File: src/verilog/i2c_restart_pkg.sv
// constants and types for the i2c master sequencer
// Contract
// RULE1: restart request in idle pulls SCL low; counter loads once SCL reads low.
// RULE2: release SDA one period, then SCL; both lines high one period.
// RULE3: SDA low one period, SCL low, request clears, SDA stays low.
// RULE4: start detection flag sets at once; irq waits for counter timeout.
// RULE5: restart request written while busy is ignored.
// RULE6: SDA low at SCL rise, or SCL falling early, is a collision.
// RULE7: buffer write sets buffer full and starts the counter and transmission.
// RULE8: bit presented after SCL falls; SCL low one period, high one period.
// RULE9: at eighth falling edge clear buffer full and release SDA.
// RULE10: ninth clock level captured as ack status: low clears, high sets.
// RULE11: after ninth clock set irq, hold SCL low until next buffer write.
// RULE12: address sent as seven bits plus direction, then ack sampled.
// RULE13: buffer write while busy sets write collision, buffer unchanged.
// RULE14: receive request honoured only when idle, otherwise disregarded.
// RULE15: accepted receive runs counter, toggles SCL per rollover, shifts SDA in.
// RULE16: after eighth falling edge: copy byte, flags, irq, SCL low, idle.
// RULE17: buffer full sets on received byte, clears on buffer read.
// RULE18: overflow sets when a byte completes while buffer full still set.
// RULE19: ack send pulls SCL low and drives ack value on SDA.
// RULE20: ack: release SCL after period, once high one period, low, idle.
// RULE21: software sequences start, address, data, checks acks, ends transfer.
// RULE22: software receives byte by byte, answering each with ack value.
// RULE23: every counter load takes the low eight bits of rate reload.
// RULE24: counter waits while released SCL is still read low.
// RULE25: collision sets flag, aborts, releases lines, clears request bits.
// RULE26: receive samples SDA once per bit when SCL high, MSB first.
package i2c_restart_pkg;
	localparam int ADDR_W = 4;
	localparam logic [3:0] CTRL_OFF = 4'h0;
	localparam logic [3:0] STAT_OFF = 4'h1;
	localparam logic [3:0] BUF_OFF = 4'h2;
	localparam logic [3:0] RATE_OFF = 4'h3;
	localparam int CTRL_RS_BIT = 0;
	localparam int CTRL_RX_BIT = 1;
	localparam int CTRL_ACK_BIT = 2;
	localparam int CTRL_ACKV_BIT = 3;
	localparam int STAT_BF_BIT = 0;
	localparam int STAT_WRITE_COLLISION_FLAG_BIT = 1;
	localparam int STAT_OV_BIT = 2;
	localparam int STAT_IRQ_BIT = 3;
	localparam int STAT_BCL_BIT = 4;
	localparam int STAT_BEGIN_BIT = 5;
	localparam int STAT_ACKST_BIT = 6;
	localparam int STAT_BUSY_BIT = 7;
	localparam logic [7:0] RATE_RESET = 8'h09;
	localparam logic [7:0] BYTE_RESET = 8'h00;
	localparam logic [3:0] BIT_LAST_RX = 4'h7;
	localparam logic [3:0] BIT_LAST_TX = 4'h8;
	typedef struct packed {
		logic rs_done;
		logic tx_done;
		logic rx_done;
		logic ack_done;
		logic bf_clr;
		logic bcl;
	} seq_ev_s;
	typedef struct packed {
		logic scl;
		logic sda;
	} bus_lines_s;
endpackage

File: src/verilog/i2c_master_restart_tx_rx_ack.sv
// i2c master sequencer: repeated start, byte tx/rx, ack send
`timescale 1ns/1ps
module i2c_master_restart_tx_rx_ack
	import i2c_restart_pkg::*;
(
	input wire logic clk_i,
	input wire logic rstn_i,
	input wire logic [ADDR_W-1:0] addr_i,
	input wire logic [7:0] wdata_i,
	input wire logic wr_i,
	input wire logic rd_i,
	output logic [7:0] rdata_o,
	input wire logic scl_i,
	output logic scl_o,
	output logic scl_oe_o,
	input wire logic sda_i,
	output logic sda_o,
	output logic sda_oe_o
);
	typedef enum logic [3:0] {
		ST_IDLE, RS_PULL, RS_REL, RS_SCLH, RS_HIGH, RS_SDAL,
		BIT_LOW, BIT_WAIT, BIT_HIGH, ACK_LOW, ACK_WAIT, ACK_HIGH
	} seq_state_e;

	seq_state_e state_q;
	bus_lines_s meta_q, sync_q;
	logic sda_prev_q;
	logic [7:0] cnt_q, sh_q, buf_q, rate_q, rdata_q;
	logic [3:0] bit_q;
	logic rx_q, pend_q, ack_st_q;
	logic scl_oe_q, sda_oe_q, zero_q;
	seq_ev_s ev_q;
	logic rs_req_q, rx_req_q, ack_req_q, ack_val_q;
	logic bf_q, write_collision_flag_q, ov_q, irq_q, bcl_q, begin_q;
	logic idle, tick, ctrl_wr, buf_wr, buf_rd, stat_wr;
	logic go_rs, go_rx, go_ack, go_tx, start_seen;
	logic [7:0] load_val;

	assign idle = (state_q == ST_IDLE);
	assign tick = (cnt_q == 8'h00);
	// RULE23: rate reload
	assign load_val = rate_q[7:0];
	assign ctrl_wr = wr_i && (addr_i == CTRL_OFF);
	assign stat_wr = wr_i && (addr_i == STAT_OFF);
	assign buf_wr = wr_i && (addr_i == BUF_OFF);
	assign buf_rd = rd_i && (addr_i == BUF_OFF);
	// RULE5: only when idle
	assign go_rs = ctrl_wr && wdata_i[CTRL_RS_BIT] && idle;
	// RULE14: only when idle
	assign go_rx = ctrl_wr && wdata_i[CTRL_RX_BIT] && idle && !go_rs;
	assign go_ack = ctrl_wr && wdata_i[CTRL_ACK_BIT] && idle
		&& !go_rs && !go_rx;
	assign go_tx = buf_wr && idle;
	// RULE4: start seen on lines
	assign start_seen = sda_prev_q && !sync_q.sda && sync_q.scl;

	// two-stage line synchroniser
	always_ff @(posedge clk_i) begin
		if (!rstn_i) begin
			meta_q <= '{scl: 1'b1, sda: 1'b1};
			sync_q <= '{scl: 1'b1, sda: 1'b1};
			sda_prev_q <= 1'b1;
		end else begin
			meta_q <= '{scl: scl_i, sda: sda_i};
			sync_q <= meta_q;
			sda_prev_q <= sync_q.sda;
		end
	end

	// open-drain drivers only ever pull low
	always_ff @(posedge clk_i) begin
		zero_q <= 1'b0;
	end
	assign scl_o = zero_q;
	assign sda_o = zero_q;
	assign scl_oe_o = scl_oe_q;
	assign sda_oe_o = sda_oe_q;

	// sequencer
	always_ff @(posedge clk_i) begin
		if (!rstn_i) begin
			state_q <= ST_IDLE;
			cnt_q <= BYTE_RESET;
			sh_q <= BYTE_RESET;
			bit_q <= 4'h0;
			rx_q <= 1'b0;
			pend_q <= 1'b0;
			ack_st_q <= 1'b0;
			scl_oe_q <= 1'b0;
			sda_oe_q <= 1'b0;
			ev_q <= '0;
		end else begin
			ev_q <= '0;
			if (state_q != ST_IDLE && !tick) begin
				cnt_q <= cnt_q - 8'h01;
			end
			case (state_q)
			ST_IDLE: begin
				if (go_rs) begin
					// RULE1: pull SCL low
					scl_oe_q <= 1'b1;
					state_q <= RS_PULL;
				end else if (go_rx) begin
					// RULE15: start receive clocking
					rx_q <= 1'b1;
					bit_q <= 4'h0;
					sda_oe_q <= 1'b0;
					scl_oe_q <= 1'b1;
					cnt_q <= load_val;
					state_q <= BIT_LOW;
				end else if (go_ack) begin
					// RULE19: drive ack value
					scl_oe_q <= 1'b1;
					sda_oe_q <= !ack_val_q;
					cnt_q <= load_val;
					state_q <= ACK_LOW;
				end else if (go_tx) begin
					// RULE7: buffer write starts the byte
					rx_q <= 1'b0;
					bit_q <= 4'h0;
					sh_q <= wdata_i;
					pend_q <= 1'b1;
					scl_oe_q <= 1'b1;
					cnt_q <= load_val;
					state_q <= BIT_LOW;
				end
			end
			RS_PULL: begin
				// RULE2: SDA released
				sda_oe_q <= 1'b0;
				// RULE1: load once SCL reads low
				if (!sync_q.scl) begin
					cnt_q <= load_val;
					state_q <= RS_REL;
				end
			end
			RS_REL: begin
				// RULE2: release SCL if SDA high
				if (tick && sync_q.sda) begin
					scl_oe_q <= 1'b0;
					state_q <= RS_SCLH;
				end
			end
			RS_SCLH: begin
				// RULE24: wait for SCL high
				if (sync_q.scl) begin
					if (!sync_q.sda) begin
						// RULE6: SDA low at SCL rise
						scl_oe_q <= 1'b0;
						sda_oe_q <= 1'b0;
						ev_q.bcl <= 1'b1;
						state_q <= ST_IDLE;
					end else begin
						cnt_q <= load_val;
						state_q <= RS_HIGH;
					end
				end
			end
			RS_HIGH: begin
				if (!sync_q.scl) begin
					// RULE6: SCL fell before SDA low
					// RULE25: abort and release
					scl_oe_q <= 1'b0;
					sda_oe_q <= 1'b0;
					ev_q.bcl <= 1'b1;
					state_q <= ST_IDLE;
				end else if (tick) begin
					// RULE3: SDA low while SCL high
					sda_oe_q <= 1'b1;
					cnt_q <= load_val;
					state_q <= RS_SDAL;
				end
			end
			RS_SDAL: begin
				// RULE3: SCL low, keep SDA low
				// RULE4: irq after timeout
				if (tick) begin
					scl_oe_q <= 1'b1;
					ev_q.rs_done <= 1'b1;
					state_q <= ST_IDLE;
				end
			end
			BIT_LOW: begin
				// RULE8: present bit after falling edge
				if (pend_q) begin
					pend_q <= 1'b0;
					sda_oe_q <= !rx_q && (bit_q != BIT_LAST_TX)
						&& !sh_q[7];
				end
				if (tick) begin
					scl_oe_q <= 1'b0;
					state_q <= BIT_WAIT;
				end
			end
			BIT_WAIT: begin
				// RULE24: counter held while stretched
				if (sync_q.scl) begin
					cnt_q <= load_val;
					state_q <= BIT_HIGH;
					if (rx_q) begin
						// RULE26: one sample, MSB first
						sh_q <= {sh_q[6:0], sync_q.sda};
					end else if (bit_q == BIT_LAST_TX) begin
						// RULE10: capture ack level
						ack_st_q <= sync_q.sda;
					end
				end
			end
			BIT_HIGH: begin
				if (tick) begin
					// RULE15: SCL toggles on rollover
					scl_oe_q <= 1'b1;
					if (rx_q && bit_q == BIT_LAST_RX) begin
						// RULE16: byte done, back to idle
						ev_q.rx_done <= 1'b1;
						state_q <= ST_IDLE;
					end else if (!rx_q && bit_q == BIT_LAST_TX) begin
						// RULE11: hold SCL low, SDA as is
						ev_q.tx_done <= 1'b1;
						state_q <= ST_IDLE;
					end else begin
						// RULE12: next bit per falling edge
						bit_q <= bit_q + 4'h1;
						if (!rx_q) begin
							sh_q <= {sh_q[6:0], 1'b0};
						end
						// RULE9: eighth falling edge
						if (!rx_q && bit_q == BIT_LAST_RX) begin
							ev_q.bf_clr <= 1'b1;
						end
						pend_q <= 1'b1;
						cnt_q <= load_val;
						state_q <= BIT_LOW;
					end
				end
			end
			ACK_LOW: begin
				// RULE20: release SCL after one period
				if (tick) begin
					scl_oe_q <= 1'b0;
					state_q <= ACK_WAIT;
				end
			end
			ACK_WAIT: begin
				if (sync_q.scl) begin
					cnt_q <= load_val;
					state_q <= ACK_HIGH;
				end
			end
			ACK_HIGH: begin
				if (!sda_oe_q && !sync_q.sda) begin
					// RULE25: ack collision, release
					scl_oe_q <= 1'b0;
					ev_q.bcl <= 1'b1;
					state_q <= ST_IDLE;
				end else if (tick) begin
					// RULE20: SCL low, go idle
					scl_oe_q <= 1'b1;
					ev_q.ack_done <= 1'b1;
					state_q <= ST_IDLE;
				end
			end
			default: begin
				scl_oe_q <= 1'b0;
				sda_oe_q <= 1'b0;
				state_q <= ST_IDLE;
			end
			endcase
		end
	end

	// control requests, hardware clears on completion
	always_ff @(posedge clk_i) begin
		if (!rstn_i) begin
			rs_req_q <= 1'b0;
			rx_req_q <= 1'b0;
			ack_req_q <= 1'b0;
			ack_val_q <= 1'b0;
		end else begin
			if (ctrl_wr) begin
				ack_val_q <= wdata_i[CTRL_ACKV_BIT];
			end
			// RULE3: restart request self-clears
			if (go_rs) begin
				rs_req_q <= 1'b1;
			end else if (ev_q.rs_done || ev_q.bcl) begin
				rs_req_q <= 1'b0;
			end
			// RULE16: receive request self-clears
			if (go_rx) begin
				rx_req_q <= 1'b1;
			end else if (ev_q.rx_done) begin
				rx_req_q <= 1'b0;
			end
			// RULE25: requests cleared on collision
			if (go_ack) begin
				ack_req_q <= 1'b1;
			end else if (ev_q.ack_done || ev_q.bcl) begin
				ack_req_q <= 1'b0;
			end
		end
	end

	// buffer and rate registers
	always_ff @(posedge clk_i) begin
		if (!rstn_i) begin
			buf_q <= BYTE_RESET;
			rate_q <= RATE_RESET;
		end else begin
			if (wr_i && addr_i == RATE_OFF) begin
				rate_q <= wdata_i;
			end
			// RULE16: received byte into buffer
			if (ev_q.rx_done) begin
				buf_q <= sh_q;
			end else if (go_tx) begin
				buf_q <= wdata_i;
			end
		end
	end

	// status flags, hardware set wins over software clear
	always_ff @(posedge clk_i) begin
		if (!rstn_i) begin
			bf_q <= 1'b0;
			write_collision_flag_q <= 1'b0;
			ov_q <= 1'b0;
			irq_q <= 1'b0;
			bcl_q <= 1'b0;
			begin_q <= 1'b0;
		end else begin
			// RULE7: set on write
			// RULE17: set on receive, cleared by read
			if (go_tx || ev_q.rx_done) begin
				bf_q <= 1'b1;
			end else if (ev_q.bf_clr || buf_rd || ev_q.bcl) begin
				bf_q <= 1'b0;
			end
			// RULE13: write while busy
			if (buf_wr && !idle) begin
				write_collision_flag_q <= 1'b1;
			end else if (stat_wr && wdata_i[STAT_WRITE_COLLISION_FLAG_BIT]) begin
				write_collision_flag_q <= 1'b0;
			end
			// RULE18: byte over a full buffer
			if (ev_q.rx_done && bf_q) begin
				ov_q <= 1'b1;
			end else if (stat_wr && wdata_i[STAT_OV_BIT]) begin
				ov_q <= 1'b0;
			end
			// RULE11 RULE21: irq at step end
			if (ev_q.rs_done || ev_q.tx_done || ev_q.rx_done
				|| ev_q.ack_done) begin
				irq_q <= 1'b1;
			end else if (stat_wr && wdata_i[STAT_IRQ_BIT]) begin
				irq_q <= 1'b0;
			end
			// RULE25: collision flag
			if (ev_q.bcl) begin
				bcl_q <= 1'b1;
			end else if (stat_wr && wdata_i[STAT_BCL_BIT]) begin
				bcl_q <= 1'b0;
			end
			// RULE4: start seen at once
			if (start_seen) begin
				begin_q <= 1'b1;
			end else if (stat_wr && wdata_i[STAT_BEGIN_BIT]) begin
				begin_q <= 1'b0;
			end
		end
	end

	// read port, data valid one cycle after the strobe
	always_ff @(posedge clk_i) begin
		if (!rstn_i) begin
			rdata_q <= BYTE_RESET;
		end else if (rd_i) begin
			case (addr_i)
			CTRL_OFF: begin
				rdata_q <= {4'h0, ack_val_q, ack_req_q, rx_req_q,
					rs_req_q};
			end
			STAT_OFF: begin
				rdata_q <= {!idle, ack_st_q, begin_q, bcl_q, irq_q,
					ov_q, write_collision_flag_q, bf_q};
			end
			BUF_OFF: rdata_q <= buf_q;
			RATE_OFF: rdata_q <= rate_q;
			default: begin
				rdata_q <= BYTE_RESET;
			end
			endcase
		end else begin
			rdata_q <= BYTE_RESET;
		end
	end
	assign rdata_o = rdata_q;
endmodule

File: config.mk
export PLATFORM = sky130hd
export DESIGN_NAME = i2c_master_restart_tx_rx_ack
export DESIGN_NICKNAME = d
export VERILOG_FILES = /design/src/verilog/i2c_restart_pkg.sv /design/src/verilog/i2c_master_restart_tx_rx_ack.sv
export SDC_FILE = /design/constraint.sdc
export NUM_CORES = 1
export LEC_CHECK = 0
export ABC_AREA = 1
export ABC_CLOCK_PERIOD_IN_PS = 2100
export BUFFER_PORTS_ARGS = -buffer_cell sky130_fd_sc_hd__buf_2
export CAP_MARGIN = 20
export CORE_MARGIN = 3
export CORE_UTILIZATION = 55
export CTS_CLUSTER_DIAMETER = 200
export DETAILED_ROUTE_END_ITERATION = 8
export HOLD_SLACK_MARGIN = 0.03
export PLACE_DENSITY = 0.72
export SYNTH_ARGS = -nofsm -noshare
export SYNTH_HDL_FRONTEND = slang
export SYNTH_SLANG_ARGS = --single-unit
File: constraint.sdc
create_clock -name clk_i -period 2.1 [get_ports clk_i]
set_input_delay 0.42 -clock clk_i [delete_from_list [all_inputs] [get_ports clk_i]]
set_output_delay 0.42 -clock clk_i [all_outputs]
set_load 0.02 [all_outputs]
==> summary.txt, run 1 <==
Clocking
  • # clock sinks: 74
  • TritonCTS clock tree: built
  • CTS Buf Count: 9
  • H-tree levels: 3
  • Clock Latency Late Sink: 0.35 ns
  • Clock buffer depth: 2
  • CTS Root Cell: clkbuf_8
  • Clk slew on worst S/H paths: 0.09 ns
  • # hold bufs at CTS: 0

Synthesis
  • Syn Inst Count: 635
  • Number of synthesized flops with an enable pin: 0
  • Seq/Total Area, Yosys: 35.9%
  • Syn avg cell area: 6.50 um2
  • Ranking of synthesized cells by area: dfxtp_1 36%, nand2_1 14%, nor2_1 7.7%
  • Main synth FF type: dfxtp_1
  • Synthesized flop and latch total: 74
  • Asr flop ratio synth: 0%
  • Yosys cell types: 45
  • Largest area contributor in the netlist: dfxtp_1
  • Yosys warning count: 0
  • Post-synth top area share: 35.9%
  • Cell Area, Synth: 4130 um2

Finish
  • ANT cells: 0
  • P&R area growth vs syn: 13.7%
  • Share of post-route cells with drive strength above 1: 14.3%
  • Most frequent cells in the layout: 153 x nand2_1, 84 x nor2_1, 71 x inv_1, 71 x dfxtp_1, 50 x nand3_1
  • Post-layout util: 66.9%
  • Final nets: 703
  • Most common cell after layout, fill and taps aside: nand2_1

STA
  • Final setup fails: 0
  • Unrepaired setup endpoints after global routing: yes
  • Least-Margin Pin Slew: 0.734 ns
  • Hold violation count in the final report: 0
  • Final period util: 95.9%
  • Fin Clk Skew: 0.0139 ns
  • Final min period: 2.01 ns
  • Final Slew Violations: 0
  • Fmax: 497 MHz
  • Max-slew headroom: 51.0%

Routing
  • Routed WL: 12100 um
  • Mean routed wirelength per cell: 15.5 um
  • 1st-iter DRT viols: 335
  • Vias per inst: 5.62
  • # DRC: 0
  • Residual antenna-violating net count after detailed routing: 0
  • Vias after detailed routing: 4398
  • DRT Pass-1 Iters: 5

Run status
  • Outcome: complete, no violations

Global route
  • First-pass GRT wire length: 19800 um
  • GRT Util Overall: 28.9%
  • Largest net degree at the start of global routing: 33
  • Remaining Overflow, GRT: 0
  • Initial antenna violation count: 0
  • Vias in the first global route: 4098

Pwr
  • Clock share of power: 22.4%
  • Internal power: 2.95 mW
  • Comb power frac: 43.6%
  • P per Cell Area: 1090 nW/um2
  • Sw frac: 42.4%
  • Max VDD drop: 0.704 mV
  • Leak: 2.23 nW
  • Final Power: 5.12 mW
  • Psw: 2.17 mW
  • Reg power frac: 34.1%

Setup path
  • Largest delay share family, worst path: simple AND/OR/NAND/NOR gates
  • CP Class: reg -> reg
  • Most frequent CP cell: nand2_1
  • CP Cell Sequence: nor2_2 -> nand2_2 -> inv_2 -> nand4_2 -> nand2_1 -> nor2_1 -> nand2_2 -> nand2_1 -> nand2_1 -> a21oi_1
  • Worst path bufs/invs: 1
  • Worst setup SP type: flip-flop
  • Slowest cell on the critical path: dfxtp_1
  • Arrival time worst endpoint: 2.29 ns
  • Critical path required time: 2.37 ns
  • Slowest stage delay, CP: 0.49 ns
  • Max FO, Critical Path: 8
  • Worst setup EP type: flip-flop

Floorplan
  • # rows: 30
  • Chip width: 92.6 um
  • Die Y-Extent: 92.6 um
  • Core ar.: 7020 um2
  • Starting Density: 58.8%
  • Io pins: 30
  • Full die area: 8580 um2

Worst hold path
  • Class of the worst hold path: in -> reg

Run
  • Max Cap Viol: 0

Placed design
  • Routability cong.: 0.959
  • Port buffer count: 27
  • Post-DP HPWL: 9310 um
## metrics by stage
step	worst slack, ns	std cells	cell area [um2]	setup TNS (ns)	hold WS, ns
finish	0.0865	782	4700	0	0.261
global placement	0.0582	765	4470	0	0.395
CTS	0.0985	780	4670	0	0.256
floorplan	0.359	636	4130	0	0.393
detailed placement	-0.0682	765	4470	-0.165	0.411
global route	-0.0257	782	4700	-0.0387	0.253
## logic make-up (layout without fill, tap and decap cells)
kind of cell             count (synthesis)  count (layout)  synth area share, %
AO/OA/AOI/OAI                          108             108                 14.4
XOR/XNOR                                 7               7                 1.48
adder cells (fa/ha/maj)                  3               3                0.909
buffers and inverters                   94             144                 9.18
flip-flops                              74              74                 35.9
multiplexers                             3               3                0.727
other                                    1               2               0.0908
AND/OR/NAND/NOR                        345             345                 37.3
## state kept, by name, summed over array words and instances (netlist names), 2 cells and up
signal	cells
ev_q	6
sync_q	2
load_val	8
state_q	4
cnt_q	8
meta_q	2
sh_q	8
bit_q	4
rdata_o	8
buf_q	8
## cell type report
cell class / instances / area (um2)
clock buffer: 11 / 151
clock inverter: 4 / 51.3
fill: 673 / 2320
inverter: 78 / 295
multi-input combinational: 468 / 2280
sequential: 74 / 1490
tap: 96 / 120
timing repair buffer: 51 / 315
## synth_stat cells (2+ instances only)
cell type	n
inv_1	72
o21ai_0	42
nand3b_1	6
nand4_1	13
buf_2	4
nand3_1	50
nor2_1	85
nor4_1	4
ha_1	3
mux2i_1	3
a31oi_1	9
a21oi_1	43
dfxtp_1	74
nor2_2	2
nor3_1	10
inv_2	4
nand2_2	7
xor2_1	6
a221oi_1	2
or2_2	5
buf_4	3
a41oi_1	3
o211ai_1	3
clkbuf_1	8
nand2_1	154
## metal layers
metal / wire length, um / share of wire (%) / track usage [%]
met5: 0 / 0 / 0
met4: 157 / 1.3 / 10.1
met2: 5710 / 47 / 46.3
met3: 911 / 7.5 / 5.04
met1: 5330 / 44 / 39.2
## final timing paths
kind         slack (ns)  cells past startpoint         to        from
max reg2reg        0.09                     10   cnt_q[7]  state_q[0]
min reg2reg        0.42                      1  sync_q[0]   meta_q[0]
max                0.09                     10   cnt_q[7]  state_q[0]
min                0.26                      2  meta_q[1]       scl_i
## power by group through the flow
stage          registers [mW]  clock network, mW  logic [mW]
2_1_floorplan            1.73                  0        1.65
3_3_place_gp             1.76                  0        2.10
3_5_place_dp             1.77                  0        2.15
4_1_cts                  1.74               1.15        2.17
5_1_grt                  1.77               1.21        2.52
6_report                 1.75               1.15        2.23
## what timing repair did
action                                  4_1_cts  5_1_grt
endpoints found under the hold margin         0        0
endpoints found under the setup margin        3       20
resized for setup                             1        7
setup buffers                                 0        2
pin swaps                                     0        1
No activity file was read; power rests on OpenSTA's default activity.
==> run 2, diff against run 1 <==
--- a/config.mk
+++ b/config.mk
@@ -7,7 +7,7 @@
 export LEC_CHECK = 0
 export ABC_AREA = 1
 export ABC_CLOCK_PERIOD_IN_PS = 2100
-export BUFFER_PORTS_ARGS = -buffer_cell sky130_fd_sc_hd__buf_2
+export BUFFER_PORTS_ARGS = -buffer_cell sky130_fd_sc_hd__clkbuf_2
 export CAP_MARGIN = 20
 export CORE_MARGIN = 3
 export CORE_UTILIZATION = 55
@@ -15,6 +15,8 @@
 export DETAILED_ROUTE_END_ITERATION = 8
 export HOLD_SLACK_MARGIN = 0.03
 export PLACE_DENSITY = 0.72
+export RECOVER_POWER = 100
+export SKIP_LAST_GASP = 1
 export SYNTH_ARGS = -nofsm -noshare
 export SYNTH_HDL_FRONTEND = slang
 export SYNTH_SLANG_ARGS = --single-unit
==> run 2 against run 1 <==
  * Cell count is 0.13% lower
  * Clock power barely moved
  * Clock skew about the same
  * Global-route usage rose by 0.37 points
  * Flip-flop and latch count unchanged
  * Wire length is 3.2% higher
  * Clock-buffer cell count is the same
  * Sequential share of layout area grew 0.068 points
  * First-iteration DRC count rose by 12%
  * Hold slack worse by 0.012 ns
==> summary.txt, run 2 (synthesis gave the netlist of run 1 again) <==
STA
  • Final Slew Violations: 0
  • Fin Clk Skew: 0.0135 ns
  • Final min period: 1.95 ns
  • Final period util: 92.7%
  • Final setup fails: 0
  • Setup WS post-layout: 0.154 ns
  • Least-Margin Pin Slew: 0.748 ns
  • Fmax: 514 MHz
  • Unrepaired setup endpoints after global routing: yes
  • Hold violation count in the final report: 0
  • Max-slew headroom: 50.1%

Setup path
  • Arrival time worst endpoint: 2.22 ns
  • Worst path bufs/invs: 3
  • Slowest cell on the critical path: dfxtp_1
  • Worst setup SP type: flip-flop
  • Max FO, Critical Path: 10
  • Setup slack, reg-to-reg: 0.15 ns
  • Worst setup EP type: flip-flop
  • CP Class: reg -> reg
  • Critical path required time: 2.38 ns
  • Slowest stage delay, CP: 0.30 ns
  • Largest delay share family, worst path: simple AND/OR/NAND/NOR gates
  • CP Cell Sequence: inv_1 -> ha_1 -> inv_1 -> nor2_1 -> nand2_4 -> nand2_4 -> nand3_1 -> nor3_4 -> buf_4 -> nand3_1 -> a21oi_1

Routing
  • WL met1: 5330 um
  • Vias per inst: 5.77
  • Vias after detailed routing: 4507
  • DRT Pass-1 Iters: 6
  • Routed WL: 12500 um
  • Mean routed wirelength per cell: 16.0 um
  • # DRC: 0
  • DR WL met2: 5840 um
  • Highest Signal Layer: met4
  • Met3 routed WL: 1130 um
  • Residual antenna-violating net count after detailed routing: 0
  • 1st-iter DRT viols: 374

Floorplan
  • Chip width: 92.6 um
  • Full die area: 8580 um2
  • Die Y-Extent: 92.6 um
  • Io pins: 30
  • Starting Density: 58.8%
  • Core ar.: 7020 um2
  • # rows: 30

Clocking
  • # hold bufs at CTS: 0
  • H-tree levels: 3
  • TritonCTS clock tree: built
  • CTS Buf Count: 9
  • CTS Root Cell: clkbuf_8
  • Clk slew on worst S/H paths: 0.09 ns
  • Clock buffer depth: 2
  • Clock Latency Late Sink: 0.36 ns
  • # clock sinks: 74

Finish
  • Share of post-route cells with drive strength above 1: 12.7%
  • Most common cell after layout, fill and taps aside: nand2_1
  • Final nets: 701
  • ANT cells: 0
  • P&R area growth vs syn: 13.5%
  • Most frequent cells in the layout: 152 x nand2_1, 81 x nor2_1, 72 x inv_1

Global route
  • Initial antenna violation count: 0
  • GRT Util Overall: 29.3%
  • Largest net degree at the start of global routing: 33
  • Remaining Overflow, GRT: 0
  • Vias in the first global route: 4130
  • First-pass GRT wire length: 19700 um

Placed design
  • Post-DP HPWL: 9400 um
  • Port buffer count: 27
  • Pre-CTS WS: -0.100 ns
  • Routability cong.: 0.970

Pwr
  • Final Power: 5.23 mW
  • Leak: 2.18 nW
  • Max VDD drop: 0.604 mV
  • P per Cell Area: 1120 nW/um2

Run status
  • Outcome: complete, no violations

Run
  • Max Cap Viol: 0

Worst hold path
  • Class of the worst hold path: in -> reg
run 2: timing repair:
item | CTS | global route
endpoints found under the setup margin | 4 | 25
setup buffers | 0 | 3
pin swaps | 0 | 1
gates resized for setup | 2 | 14
run 2: through the flow:
stage / util, % / area [um2] / setup TNS, ns / hold WS [ns] / cells
2_1_floorplan: - / 4130 / 0 / 0.393 / 636
3_3_place_gp: 63.4 / 4450 / 0 / 0.394 / 762
3_5_place_dp: 63.4 / 4450 / -0.732 / 0.403 / 762
4_1_cts: 66.3 / 4650 / 0 / 0.243 / 778
5_1_grt: 66.8 / 4690 / -0.0459 / 0.248 / 781
6_report: 66.8 / 4690 / 0 / 0.249 / 781
run 2: metal layers:
layer / vias up / global-route usage, %
met2: 243 / 48.3
met5: - / 0
met4: 0 / 9.04
li1: 2181 / -
met1: 2065 / 37.9
met3: 18 / 6.90
run 2: cell type report:
class / count / area [um2]
repair buffers: 49 / 278
fillers: 688 / 2330
clock inverters: 5 / 62.6
multi-input cells: 468 / 2300
well taps: 96 / 120
inverters: 78 / 295
flip-flops and latches: 74 / 1490
clock buffers: 11 / 141
run 2: path summary, 6_finish.rpt:
path                                start         end  cells past startpoint
worst max-delay path             cnt_q[0]  state_q[2]                     11
worst max register to register   cnt_q[0]  state_q[2]                     11
worst min-delay path                scl_i   meta_q[1]                      2
worst min register to register  meta_q[1]   sync_q[1]                      1
run 2: where the power goes:
group / internal, mW / total, mW / switching (mW)
clock network: 0.588 / 1.16 / 0.568
logic: 0.789 / 2.33 / 1.54
registers: 1.59 / 1.75 / 0.164
